[src/common/acf_map.svh]
/*
  Offsets, field positions, reset values and flag-effect masks of the
  ALU condition-flag block.
  Assumes a 4-bit Wishbone byte address and 32-bit data words.
*/
// Operation
// - flag register bits 7 to 5 are unimplemented and read zero.
// - negative flag copies the most significant result bit.
// - overflow flag set when signed arithmetic flips the sign wrongly.
// - zero flag set when the operation result equals zero.
// - add and subtract set nibble carry on carry out of bit 3.
// - rotates load nibble carry from source bit 4 or 3 by direction.
// - add and subtract set carry on carry out of bit 7.
// - subtract adds two's complement, so carries mean no borrow.
// - rotate through carry loads carry from source high or low bit.
// - computed flags beat a write of the flag register by that operation.
// - pointer increment or decrement alters no flag unless opToFlags writes its result to the flag register.
`ifndef ACF_MAP_SVH
`define ACF_MAP_SVH

`define ACF_FLAGS_ADDR 4'h0
`define ACF_RESULT_ADDR 4'h4

`define ACF_NEG_BIT 4
`define ACF_OVF_BIT 3
`define ACF_ZERO_BIT 2
`define ACF_NIB_BIT 1
`define ACF_CARRY_BIT 0
`define ACF_FLAG_COUNT 5

`define ACF_FLAGS_RESET 5'h00
`define ACF_RESULT_RESET 8'h00

`define ACF_AFFECT_ARITH 5'h1F
`define ACF_AFFECT_LOGIC 5'h14
`define ACF_AFFECT_ROT_C 5'h17
`define ACF_AFFECT_ROT_N 5'h16
`define ACF_AFFECT_NONE 5'h00

`endif

[src/common/acf_pkg.sv]
/*
  Types of the ALU condition-flag block: operation codes and flag layout.
  Assumes acf_map.svh for the numeric constants.
*/
`default_nettype none

package acf_pkg;

  typedef enum logic [3:0] {
    ACF_OP_ADD,
    ACF_OP_SUB,
    ACF_OP_AND,
    ACF_OP_IOR,
    ACF_OP_XOR,
    ACF_OP_MOVF,
    ACF_OP_RRC,
    ACF_OP_RLC,
    ACF_OP_RRNC,
    ACF_OP_RLNC,
    ACF_OP_PTR_INC,
    ACF_OP_PTR_DEC,
    ACF_OP_PASS
  } acf_op_t;

  // bit order matches the flag register, negative at bit 4
  typedef struct packed {
    logic neg;
    logic ovf;
    logic zero;
    logic nib;
    logic carry;
  } acf_flags_t;

endpackage

`default_nettype wire

[src/common/acf_calc_if.sv]
/*
  Interface between the flag register top and the flag calculator.
  Assumes both ends run in one combinational path, no clock inside.
*/
`timescale 1ns/1ps
`default_nettype none

interface acf_calc_if;
  acf_pkg::acf_op_t opCode;
  logic [7:0] opW;
  logic [7:0] opF;
  logic carryIn;
  logic [7:0] result;
  acf_pkg::acf_flags_t flags;
  logic [4:0] affect;

  modport calc (
    input opCode, opW, opF, carryIn,
    output result, flags, affect
  );
  modport user (
    output opCode, opW, opF, carryIn,
    input result, flags, affect
  );
endinterface

`default_nettype wire

[src/hw/acf_flag_top.sv]
/*
  ALU condition-flag register with a classic Wishbone slave.
  Holds the five flags, registers each ALU result and merges flag
  updates from operations, flag-register destination writes and bus
  writes.
  Assumes operations arrive as one-cycle opValid strobes synchronous to
  ref_clk and a single-cycle classic Wishbone master.
*/
`timescale 1ns/1ps
`default_nettype none
`include "acf_map.svh"

module acf_flag_top (
  input wire logic ref_clk,
  input wire logic resetn,
  input wire logic wb_cyc_i,
  input wire logic wb_stb_i,
  input wire logic wb_we_i,
  input wire logic [3:0] wb_adr_i,
  input wire logic [3:0] wb_sel_i,
  input wire logic [31:0] wb_dat_i,
  output logic [31:0] wb_dat_o,
  output logic wb_ack_o,
  input wire logic opValid,
  input wire acf_pkg::acf_op_t opCode,
  input wire logic [7:0] opW,
  input wire logic [7:0] opF,
  input wire logic opToFlags,
  output logic [7:0] opResult,
  output logic opDone,
  output logic [7:0] flagView
);

  ////////////////////////////////////////////////////////////////////////
  // state

  typedef struct packed {
    logic ack;
    logic [31:0] rdData;
    acf_pkg::acf_flags_t flags;
    logic [7:0] result;
    logic done;
  } acf_state_t;

  acf_state_t st;
  acf_state_t next_st;

  function automatic logic acfIsFlags(input logic [3:0] adr);
    acfIsFlags = (adr == `ACF_FLAGS_ADDR);
  endfunction

  function automatic logic acfIsResult(input logic [3:0] adr);
    acfIsResult = (adr == `ACF_RESULT_ADDR);
  endfunction

  ////////////////////////////////////////////////////////////////////////
  // flag calculator

  acf_calc_if calcBus ();

  assign calcBus.opCode = opCode;
  assign calcBus.opW = opW;
  assign calcBus.opF = opF;
  assign calcBus.carryIn = st.flags.carry;

  acf_flag_calc u_calc (
    .calc(calcBus.calc)
  );

  ////////////////////////////////////////////////////////////////////////
  // per-bit flag merge

  logic busReq;
  logic busWrFlags;
  logic [4:0] curFlags;
  logic [4:0] calcFlags;
  logic [4:0] mergedFlags;

  assign busReq = wb_cyc_i && wb_stb_i;
  // a write lands on the edge that completes the handshake
  assign busWrFlags = busReq && st.ack && wb_we_i && wb_sel_i[0] &&
                      acfIsFlags(wb_adr_i);
  assign curFlags = st.flags;
  assign calcFlags = calcBus.flags;

  genvar gi;
  generate
    for (gi = 0; gi < `ACF_FLAG_COUNT; gi++) begin : g_flag
      always_comb begin
        if (opValid && calcBus.affect[gi]) begin
          // the core's own flag result beats any destination write
          mergedFlags[gi] = calcFlags[gi];
        end else if (opValid && opToFlags) begin
          mergedFlags[gi] = calcBus.result[gi];
        end else if (busWrFlags) begin
          // bus loses to a same-cycle operation that affects this bit or writes the flags; software is slower
          mergedFlags[gi] = wb_dat_i[gi];
        end else begin
          mergedFlags[gi] = curFlags[gi];
        end
      end
    end
  endgenerate

  ////////////////////////////////////////////////////////////////////////
  // next state

  always_comb begin
    next_st = st;
    next_st.flags = acf_pkg::acf_flags_t'(mergedFlags);
    next_st.done = opValid;
    if (opValid) begin
      next_st.result = calcBus.result;
    end
    // ack one cycle after the request, dropped right after
    next_st.ack = busReq && !st.ack;
    if (busReq && !st.ack) begin
      if (acfIsFlags(wb_adr_i)) begin
        next_st.rdData = {27'h0000000, st.flags};
      end else if (acfIsResult(wb_adr_i)) begin
        next_st.rdData = {24'h000000, st.result};
      end else begin
        next_st.rdData = 32'h00000000;
      end
    end
  end

  always_ff @(posedge ref_clk or negedge resetn) begin
    if (!resetn) begin
      st.ack <= 1'b0;
      st.rdData <= 32'h00000000;
      st.flags <= acf_pkg::acf_flags_t'(`ACF_FLAGS_RESET);
      st.result <= `ACF_RESULT_RESET;
      st.done <= 1'b0;
    end else begin
      st <= next_st;
    end
  end

  ////////////////////////////////////////////////////////////////////////
  // outputs

  assign wb_ack_o = st.ack;
  assign wb_dat_o = st.rdData;
  assign opResult = st.result;
  assign opDone = st.done;
  assign flagView = {3'h0, st.flags};

endmodule

`default_nettype wire

[src/hw/acf_flag_calc.sv]
/*
  Combinational ALU result and condition-flag calculator.
  Assumes the caller registers result and flags; carryIn is the stored
  carry flag.
*/
`timescale 1ns/1ps
`default_nettype none
`include "acf_map.svh"

module acf_flag_calc (
  acf_calc_if.calc calc
);

  logic sub;
  logic [7:0] addend;
  logic [8:0] sum9;
  logic [4:0] nib5;
  logic [7:0] res;
  logic ovf;

  always_comb begin
    // subtract is f plus the two's complement of w
    sub = (calc.opCode == acf_pkg::ACF_OP_SUB);
    addend = sub ? ~calc.opW : calc.opW;
    sum9 = {1'b0, calc.opF} + {1'b0, addend} + {8'h00, sub};
    nib5 = {1'b0, calc.opF[3:0]} + {1'b0, addend[3:0]} + {4'h0, sub};
    ovf = (calc.opF[7] == addend[7]) && (sum9[7] != calc.opF[7]);
    res = calc.opF;
    calc.affect = `ACF_AFFECT_NONE;
    calc.flags.ovf = ovf;
    calc.flags.nib = nib5[4];
    calc.flags.carry = sum9[8];
    unique case (calc.opCode)
      acf_pkg::ACF_OP_ADD, acf_pkg::ACF_OP_SUB: begin
        res = sum9[7:0];
        calc.affect = `ACF_AFFECT_ARITH;
      end
      acf_pkg::ACF_OP_AND: begin
        res = calc.opW & calc.opF;
        calc.affect = `ACF_AFFECT_LOGIC;
      end
      acf_pkg::ACF_OP_IOR: begin
        res = calc.opW | calc.opF;
        calc.affect = `ACF_AFFECT_LOGIC;
      end
      acf_pkg::ACF_OP_XOR: begin
        res = calc.opW ^ calc.opF;
        calc.affect = `ACF_AFFECT_LOGIC;
      end
      acf_pkg::ACF_OP_MOVF: begin
        calc.affect = `ACF_AFFECT_LOGIC;
      end
      acf_pkg::ACF_OP_RRC: begin
        res = {calc.carryIn, calc.opF[7:1]};
        calc.flags.carry = calc.opF[0];
        calc.flags.nib = calc.opF[4];
        calc.affect = `ACF_AFFECT_ROT_C;
      end
      acf_pkg::ACF_OP_RLC: begin
        res = {calc.opF[6:0], calc.carryIn};
        calc.flags.carry = calc.opF[7];
        calc.flags.nib = calc.opF[3];
        calc.affect = `ACF_AFFECT_ROT_C;
      end
      acf_pkg::ACF_OP_RRNC: begin
        res = {calc.opF[0], calc.opF[7:1]};
        calc.flags.nib = calc.opF[4];
        calc.affect = `ACF_AFFECT_ROT_N;
      end
      acf_pkg::ACF_OP_RLNC: begin
        res = {calc.opF[6:0], calc.opF[7]};
        calc.flags.nib = calc.opF[3];
        calc.affect = `ACF_AFFECT_ROT_N;
      end
      // pointer stepping leaves every flag alone, even at zero
      acf_pkg::ACF_OP_PTR_INC: begin
        res = calc.opF + 8'h01;
      end
      acf_pkg::ACF_OP_PTR_DEC: begin
        res = calc.opF - 8'h01;
      end
      acf_pkg::ACF_OP_PASS: begin
        res = calc.opW;
      end
      default: begin
        res = calc.opF;
      end
    endcase
    calc.result = res;
    calc.flags.neg = res[7];
    calc.flags.zero = (res == 8'h00);
  end

endmodule

`default_nettype wire

[config.mk]
export PLATFORM = sky130hd
export DESIGN_NAME = acf_flag_top
export DESIGN_NICKNAME = d
export VERILOG_FILES = /design/src/common/acf_pkg.sv /design/src/common/acf_calc_if.sv /design/src/hw/acf_flag_top.sv /design/src/hw/acf_flag_calc.sv
export VERILOG_INCLUDE_DIRS = /design/src /design/src/common
export SDC_FILE = /design/constraint.sdc
export NUM_CORES = 1
export LEC_CHECK = 0
export BUFFER_PORTS_ARGS = -buffer_cell sky130_fd_sc_hd__buf_4
export CAP_MARGIN = 20
export CORE_ASPECT_RATIO = 0.75
export CORE_UTILIZATION = 42
export DETAILED_ROUTE_END_ITERATION = 7
export PLACE_DENSITY = 0.8
export RECOVER_POWER = 50
export REMOVE_ABC_BUFFERS = 1
export SYNTH_ARGS = -nofsm -noshare
export SYNTH_HDL_FRONTEND = slang
export SYNTH_SLANG_ARGS = --single-unit
[constraint.sdc]
create_clock -name ref_clk -period 1.8 [get_ports ref_clk]
set_input_delay 0.36 -clock ref_clk [delete_from_list [all_inputs] [get_ports ref_clk]]
set_output_delay 0.36 -clock ref_clk [all_outputs]
set_load 0.02 [all_outputs]
==> results.md, run 1 <==
* Status: finished, violations left
* Violated checks: setup timing
* Peak VDD IR at 377 µV
* Delay-heaviest family, CP: compound AO/OA/AOI/OAI gates
* Crit path buf inv count at 4
* DR WL/cell at 18.4 µm
* Final period util at 1.66
* Sequential power share at 0.275
* Die height at 76.9 µm
* Avg Vias per Cell at 5.94
* I/O Pins at 117
* Relative slew margins at 0.391
* Switching share of power at 0.405
* Largest net degree at the start of global routing at 42
* CP Data Required Time at 1.97 ns
* Setup Viol. Count Final at 13
* Total Wirelength at 11,500 µm
* Clk Latency, worst-skew pair at 0.27 ns
* CTS Sinks at 23
* # DRC at 0
* Ys flop type: dfrtp_1
* Most common cell after layout, fill and taps aside: buf_4
* Initial DRT Pass Iterations at 5
* Setup ws final at -1.19 ns
* DR vias at 3,698
* Internal at 1.38 mW
* Leak Pwr at 2.15 nW
* Min Tclk post-route at 2.99 ns
* #FFs+latches synth at 23
* Cell count after synthesis at 394
* CP arrival at 3.16 ns
* Clk slew on worst S/H paths at 0.08 ns
* Chip width at 102 µm
* Global-route wire length before repair at 18,000 µm
* Maximum clock rate at 0.334 GHz
* Post-Route Skew at 0.00405 ns
* Slowest cell on crit path: or4b_4
* Ys async rst share at 1.00
* TritonCTS buffer count at 3
* RePlAce Congestion at 1.06
* Site row count at 26
* Post-synth EDFFs at 0
* NetSw at 936 µW
* Share of cells above drive strength 1 at 0.389
* H-tree Lvls at 1
* Post-synthesis sequential area ratio at 0.183
* Max clock buf depth at 2
* Max-cap viol count at 0
* RSZ-0062 raised after global routing: true
* Worst-margin pin slew at 0.913 ns
* Peak fanout along the critical path at 4
* Fin util at 0.641
* Avg Inst Size Synth at 7.97 µm²
* Most common cell on crit path: buf_6
* Core area at 7030 µm²
* Dominant cells by area after synthesis: dfrtp_1 18%, ha_1 9.6%, buf_4 6.9%
* Type of the worst min-delay path: in2reg
* I/O Buffers at 59
* Clock power share at 0.144
* CTS root buffer: clkbuf_8
* Total congestion overflow at 0
* Max-slew violation count at 0
* Final hold viol count at 0
* CP Launch Type: input port
* Synth Cell Area at 3140 µm²
* Die area at 7830 µm²
* Final ANT Viol Nets at 0
* Power Total at 2.31 mW
* Commonest non-fill, non-tap cells in the layout: 136 x buf_4, 32 x nand2_1, 27 x o21ai_0, 27 x conb_1, 23 x dfrtp_1
* Placement Setup Slack at -1.60 ns
* Comb pwr share at 0.581
* Kind of critical path: in2reg
* Nets at 617
* Post-synth top area share at 0.183
* Synth cell types at 70
* Starting density of the core at 0.447
* Critical Path End Type: flop
* Crit-path cells: buf_6 > or4b_4 > buf_6 > nor2_4 > a21oi_2 > fa_2 > nand2b_4 > buf_6 > a211oi_2 > buf_4 > mux2i_1 > a21oi_1 > o211ai_1 > a21o_1 > o41ai_2
* Library cell with the largest summed area after synthesis: dfrtp_1
* Hpwl dp at 8600 µm
* CTS tree: done
* Initial drt markers at 278
* P&R area growth vs syn at 43.3%
* Max incr delay on CP at 0.57 ns
* Vias in the first global route at 3,495
* Initial antenna violation count at 1
* Synthesis Warnings at 0
* P per Cell Area at 514 nW/µm²
* Total GRT Usage at 0.295
## metrics by stage
step,cells,hold WS [ns],TNS [ns],area [µm²]
after detailed placement,612,0.272,-17.12,4150
final,623,0.476,-11.62,4500
after global placement,612,0.264,-16.44,4150
after CTS,619,0.335,-11.08,4370
after floorplan,366,0.0644,-14.08,2890
after global routing,622,0.516,-12.48,4500
## worst register-to-register path, stage by stage (launching register included)
cell,delay (ns)
dfrtp_1,0.41
a22o_1,0.24
a221oi_1,0.51
o22ai_1,0.15
a31oi_1,0.30
a21oi_2,0.14
o41ai_2,0.34
## repair_timing
item | 4_1_cts | 5_1_grt
endpoints found under the hold margin | 23 | 0
setup buffers | 2 | 3
pin swaps | 14 | 24
resized for setup | 36 | 24
endpoints found under the setup margin | 13 | 13
hold buffers | 1 | 0
## Yosys cell counts (5+ instances only)
| cell type | instances |
|---|---|
| ha_1 | 24 |
| nand4_1 | 5 |
| o21ai_0 | 30 |
| mux2i_1 | 8 |
| xnor2_1 | 12 |
| a21o_1 | 6 |
| nand2_1 | 33 |
| buf_2 | 8 |
| dfrtp_1 | 23 |
| nor2_1 | 20 |
| a22oi_1 | 9 |
| mux2_2 | 12 |
| o31ai_1 | 7 |
| nor2b_1 | 9 |
| nand3_1 | 10 |
| a31oi_1 | 6 |
| nor3b_1 | 5 |
| o211ai_1 | 7 |
| a21oi_1 | 14 |
| inv_1 | 22 |
| buf_4 | 29 |
| clkbuf_1 | 13 |
## cell type report
| cell class | count | area [µm²] |
|---|---|---|
| sequential | 23 | 576 |
| antenna | 1 | 2.50 |
| timing repair buffer | 154 | 1200 |
| clock buffer | 4 | 45.0 |
| fill | 571 | 2520 |
| inverter | 24 | 90.1 |
| tap | 98 | 123 |
| multi-input combinational | 319 | 2460 |
## power by group through the flow
stage | clock (mW) | sequential, mW | combinational (mW)
floorplan | 0 | 0.718 | 0.496
global placement | 0 | 0.640 | 1.13
detailed placement | 0 | 0.643 | 1.16
CTS | 0.331 | 0.634 | 1.25
global route | 0.354 | 0.645 | 1.43
finish | 0.333 | 0.637 | 1.34
## kinds of logic (layout without fill, tap and decap cells)
| family | count (synthesis) | count (layout) | share of synthesized area |
|---|---|---|---|
| flops | 23 | 23 | 0.183 |
| compound gates | 121 | 121 | 0.273 |
| other cells | 1 | 28 | 0.00119 |
| buf+inv | 78 | 182 | 0.138 |
| fa+ha+maj | 25 | 25 | 0.102 |
| mux | 21 | 21 | 0.0733 |
| simple gates | 112 | 112 | 0.193 |
| xor+xnor | 13 | 13 | 0.0363 |
## sequential cells by signal, summed over array words and instances (netlist names)
signal / flops
calcBus.carryIn: 1
flagView: 4
opDone: 1
opResult: 8
wb_ack_o: 1
wb_dat_o: 8
## worst paths after layout
kind,start,end,slack [ns],cells after the start
hold reg to reg,wb_dat_o[5]$_DFFE_PN0P_,wb_dat_o[5]$_DFFE_PN0P_,0.49,2
setup reg to reg,calcBus.carryIn$_DFFE_PN0P_,flagView[2]$_DFFE_PN0P_,-0.38,6
hold / removal,wb_dat_i[1],flagView[1]$_DFFE_PN0P_,0.48,5
setup / recovery,opCode[1],flagView[2]$_DFFE_PN0P_,-1.19,15
min in group asynchronous,resetn,wb_dat_o[0]$_DFFE_PN0P_,0.61,2
max in group asynchronous,resetn,wb_dat_o[3]$_DFFE_PN0P_,0.80,2
## layer usage
| layer | vias to the layer above | part of all wire | GRT usage |
|---|---|---|---|
| met2 | 222 | 0.45 | 0.457 |
| met4 | 0 | 0.048 | 0.121 |
| met3 | 52 | 0.090 | 0.0501 |
| met5 | - | 0 | 0 |
| li1 | 1654 | - | - |
| met1 | 1770 | 0.41 | 0.405 |
Note: power is estimated with default switching activity, not from simulation.
==> run 2, diff against run 1 <==
Settings changed: ABC_AREA from default to 1, PLACE_DENSITY 0.8 to 0.81.
==> run 2 against run 1 <==
- the run still ends with setup timing left
- sequential power rose by 3.1%
- fmax rose by 23%
- via count rose by 13%
- combinational power rose by 7%
- first-iteration DRC count rose by 67%
- sequential share of layout area fell by 0.70 points
- count of clock-buffer cells in the layout did not move
==> results.md, run 2 <==
* TritonCTS buffer count at 3 (unchanged)
* Diode count at 0 (was 1)
* Post-synth EDFFs at 0 (unchanged)
* Die height at 74.7 µm (was 76.9 µm)
* Avg Vias per Cell at 5.50 (was 5.94)
* Chip width at 99.0 µm (was 102 µm)
* Share of cells above drive strength 1 at 0.383 (was 0.389)
* Vias in the first global route at 3,639 (was 3,495)
* I/O Buffers at 59 (unchanged)
* RePlAce Congestion at 1.04 (was 1.06)
* Setup_tns at -4.96 ns (was -11.62 ns)
* Dominant cells by area after synthesis: nand2_1 21%, dfrtp_1 19%, ha_1 10% (was dfrtp_1 18%, ha_1 9.6%, buf_4 6.9%)
* Hold EP: opDone$_DFF_PN0_ (was flagView[1]$_DFFE_PN0P_)
* Total GRT Usage at 0.307 (was 0.295)
* DR WL/cell at 16.5 µm (was 18.4 µm)
* Max clock buf depth at 2 (unchanged)
* Initial DRT Pass Iterations at 5 (unchanged)
* Critical Path End Type: flop (unchanged)
* Total Wirelength at 12,600 µm (was 11,500 µm)
* Final period util at 1.35 (was 1.66)
* CTS tree: done (unchanged)
* Max-slew violation count at 0 (unchanged)
* RR Startpoint: calcBus.carryIn$_DFFE_PN0P_ (unchanged)
* Avg Inst Size Synth at 6.05 µm² (was 7.97 µm²)
* Clk slew on worst S/H paths at 0.08 ns (about the same)
* CTS root buffer: clkbuf_8 (unchanged)
* Power Total at 2.42 mW (was 2.31 mW)
* Post-synthesis sequential area ratio at 0.194 (was 0.183)
* Site row count at 26 (unchanged)
* R2r endpoint: flagView[2]$_DFFE_PN0P_ (unchanged)
* Final ANT Viol Nets at 0 (unchanged)
* Reg area at 576 µm² (unchanged)
* Clk Latency, worst-skew pair at 0.27 ns (about the same)
* H-tree Lvls at 1 (unchanged)
* # DRC at 0 (unchanged)
* #FFs+latches synth at 23 (unchanged)
* Largest net degree at the start of global routing at 24 (was 42)
* Setup ws final at -0.628 ns (was -1.19 ns)
* Min Tclk post-route at 2.43 ns (was 2.99 ns)
* Hold path start: opValid (was wb_dat_i[1])
* P&R area growth vs syn at 60.7% (was 43.3%)
* Type of the worst min-delay path: in2reg (unchanged)
* Starting density of the core at 0.434 (was 0.447)
* Synth cell types at 34 (was 70)
* Fin area at 4760 µm² (was 4500 µm²)
* Total congestion overflow at 0 (unchanged)
* CTS Sinks at 23 (unchanged)
* Most common cell after layout, fill and taps aside: buf_4 (unchanged)
* Hold depth at 1 (was 5)
* Status: finished, violations left (unchanged)
* Die area at 7400 µm² (was 7830 µm²)
* CP Data Required Time at 2.00 ns (was 1.97 ns)
* Synth Cell Area at 2960 µm² (was 3140 µm²)
* Synthesis Warnings at 0 (unchanged)
* Setup Viol. Count Final at 13 (unchanged)
* Ys flop type: dfrtp_1 (unchanged)
* Nets at 771 (was 617)
* Commonest non-fill, non-tap cells in the layout: 168 x buf_4, 138 x nand2_1, 50 x inv_1, 47 x nor2_1, 31 x nand3_1 (was 136 x buf_4, 32 x nand2_1, 27 x o21ai_0, 27 x conb_1, 23 x dfrtp_1)
* Commonest cells in the netlist: 162 x nand2_1, 60 x inv_1, 53 x nor2_1, 36 x nand3_1, 28 x buf_4 (was 33 x nand2_1, 30 x o21ai_0, 29 x buf_4, 24 x ha_1, 23 x dfrtp_1)
* Fill cell count at 535 (was 571)
* CP arrival at 2.62 ns (was 3.16 ns)
* Fin util at 0.697 (was 0.641)
* Cell count after synthesis at 490 (was 394)
* Peak fanout along the critical path at 6 (was 4)
* Initial drt markers at 465 (was 278)
* Most common cell in the synthesized netlist: nand2_1 (unchanged)
* Ys async rst share at 1.00 (unchanged)
* Area post-placement at 4240 µm² (was 4150 µm²)
* Initial antenna violation count at 0 (was 1)
* Relative slew margins at 0.548 (was 0.391)
* Hpwl dp at 8790 µm (was 8600 µm)
* P per Cell Area at 508 nW/µm² (was 514 nW/µm²)
* Global-route wire length before repair at 17,500 µm (was 18,000 µm)
* R2r worst-path depth at 9 (was 6)
* Worst-margin pin slew at 0.678 ns (was 0.913 ns)
* Multi-input logic area at 2300 µm² (was 2460 µm²)
* CP Launch Type: input port (unchanged)
* Post-Route Skew at 0.00521 ns (was 0.00405 ns)
* Max-cap viol count at 0 (unchanged)
* I/O Pins at 117 (unchanged)
* Core area at 6830 µm² (was 7030 µm²)
* DR vias at 4,192 (was 3,698)
* Peak VDD IR at 390 µV (was 377 µV)
* Library cell with the largest summed area after synthesis: nand2_1 (was dfrtp_1)
* RSZ-0062 raised after global routing: true (unchanged)
* Final hold viol count at 0 (unchanged)
* Leak Pwr at 2.59 nW (was 2.15 nW)
* R2R Setup Slk at 0.14 ns (was -0.38 ns)
* Post-synth top area share at 0.205 (was 0.183)
* Maximum clock rate at 0.412 GHz (was 0.334 GHz)
* Kind of critical path: in2reg (unchanged)
* Violated checks: setup timing (unchanged)
## run 2: cell count changes in the layout (fill, tap and decap cells not counted), sizes merged, moves of 13 or more
cell,before,now
inv,22,62
mux2,13,0
nor2,20,56
nand3,10,36
buf,147,186
nand2,33,164
## run 2: metal layers
metal  share of wire  vias up  GRT usage
met1            0.38     1947      0.397
met5               0        -          0
met4           0.039        0     0.0829
met3            0.12       59     0.0752
met2            0.47      281      0.519
li1                -     1905          -
## run 2: worst max path at each step
stage	slack, ns	startpoint	end
2_1_floorplan	-0.63	opCode[0]	flagView[2]$_DFFE_PN0P_
5_1_grt	-0.79	opCode[2]	flagView[2]$_DFFE_PN0P_
3_3_place_gp	-0.84	opCode[0]	flagView[2]$_DFFE_PN0P_
3_5_place_dp	-0.91	opCode[0]	flagView[2]$_DFFE_PN0P_
4_1_cts	-0.45	opCode[3]	flagView[2]$_DFFE_PN0P_
6_report	-0.63	opCode[2]	flagView[2]$_DFFE_PN0P_
## run 2: cell families after synthesis
family                     synth area share
buffers and inverters                 0.155
AOI/OAI and AO/OA                     0.125
DFF                                   0.194
xor gates and xnor gates             0.0266
and+or+nand+nor                       0.390
other                               0.00127
adders and majority gates             0.108
## run 2: through the flow
stage                     std cells  hold slack [ns]  worst slack [ns]
final                           762            0.417            -0.628
after detailed placement        739            0.270            -0.907
after global routing            762            0.408            -0.793
after floorplan                 484           0.0644            -0.626
after global placement          739            0.267            -0.844
after CTS                       755            0.271            -0.452
## run 2: where the power goes
part	switching [mW]	internal, mW	total, mW
registers	0.0677	0.589	0.657
logic	0.802	0.628	1.43
clock network	0.172	0.158	0.330
## run 2: timing repair
action,CTS,global route
resized for setup,52,57
pin swaps,20,36
hold buffers,1,0
setup buffers,13,12
setup endpoints to repair,13,13
endpoints found under the hold margin,23,0
## run 2: area by class of cell
type,instances,area share
multi-input combinational,399,0.482
timing repair buffer,190,0.315
sequential,23,0.121
inverter,62,0.0505
tap,84,0.0221
clock buffer,4,0.00946
## run 2: critical path: stages
cell,delay (ns)
buf_6,0.10
nor2_4,0.14
nand2_4,0.12
o21ai_4,0.18
inv_2,0.06
fa_2,0.38
inv_2,0.08
nand2_1,0.05
nand2_1,0.08
nor2_1,0.05
nor2_1,0.12
nand2_1,0.08
nor2_1,0.08
nand3_1,0.08
nand2_1,0.09
nand2_1,0.05
nor2_1,0.11
nand3_1,0.11
nor2_1,0.11
nand3_1,0.07
a21oi_1,0.12
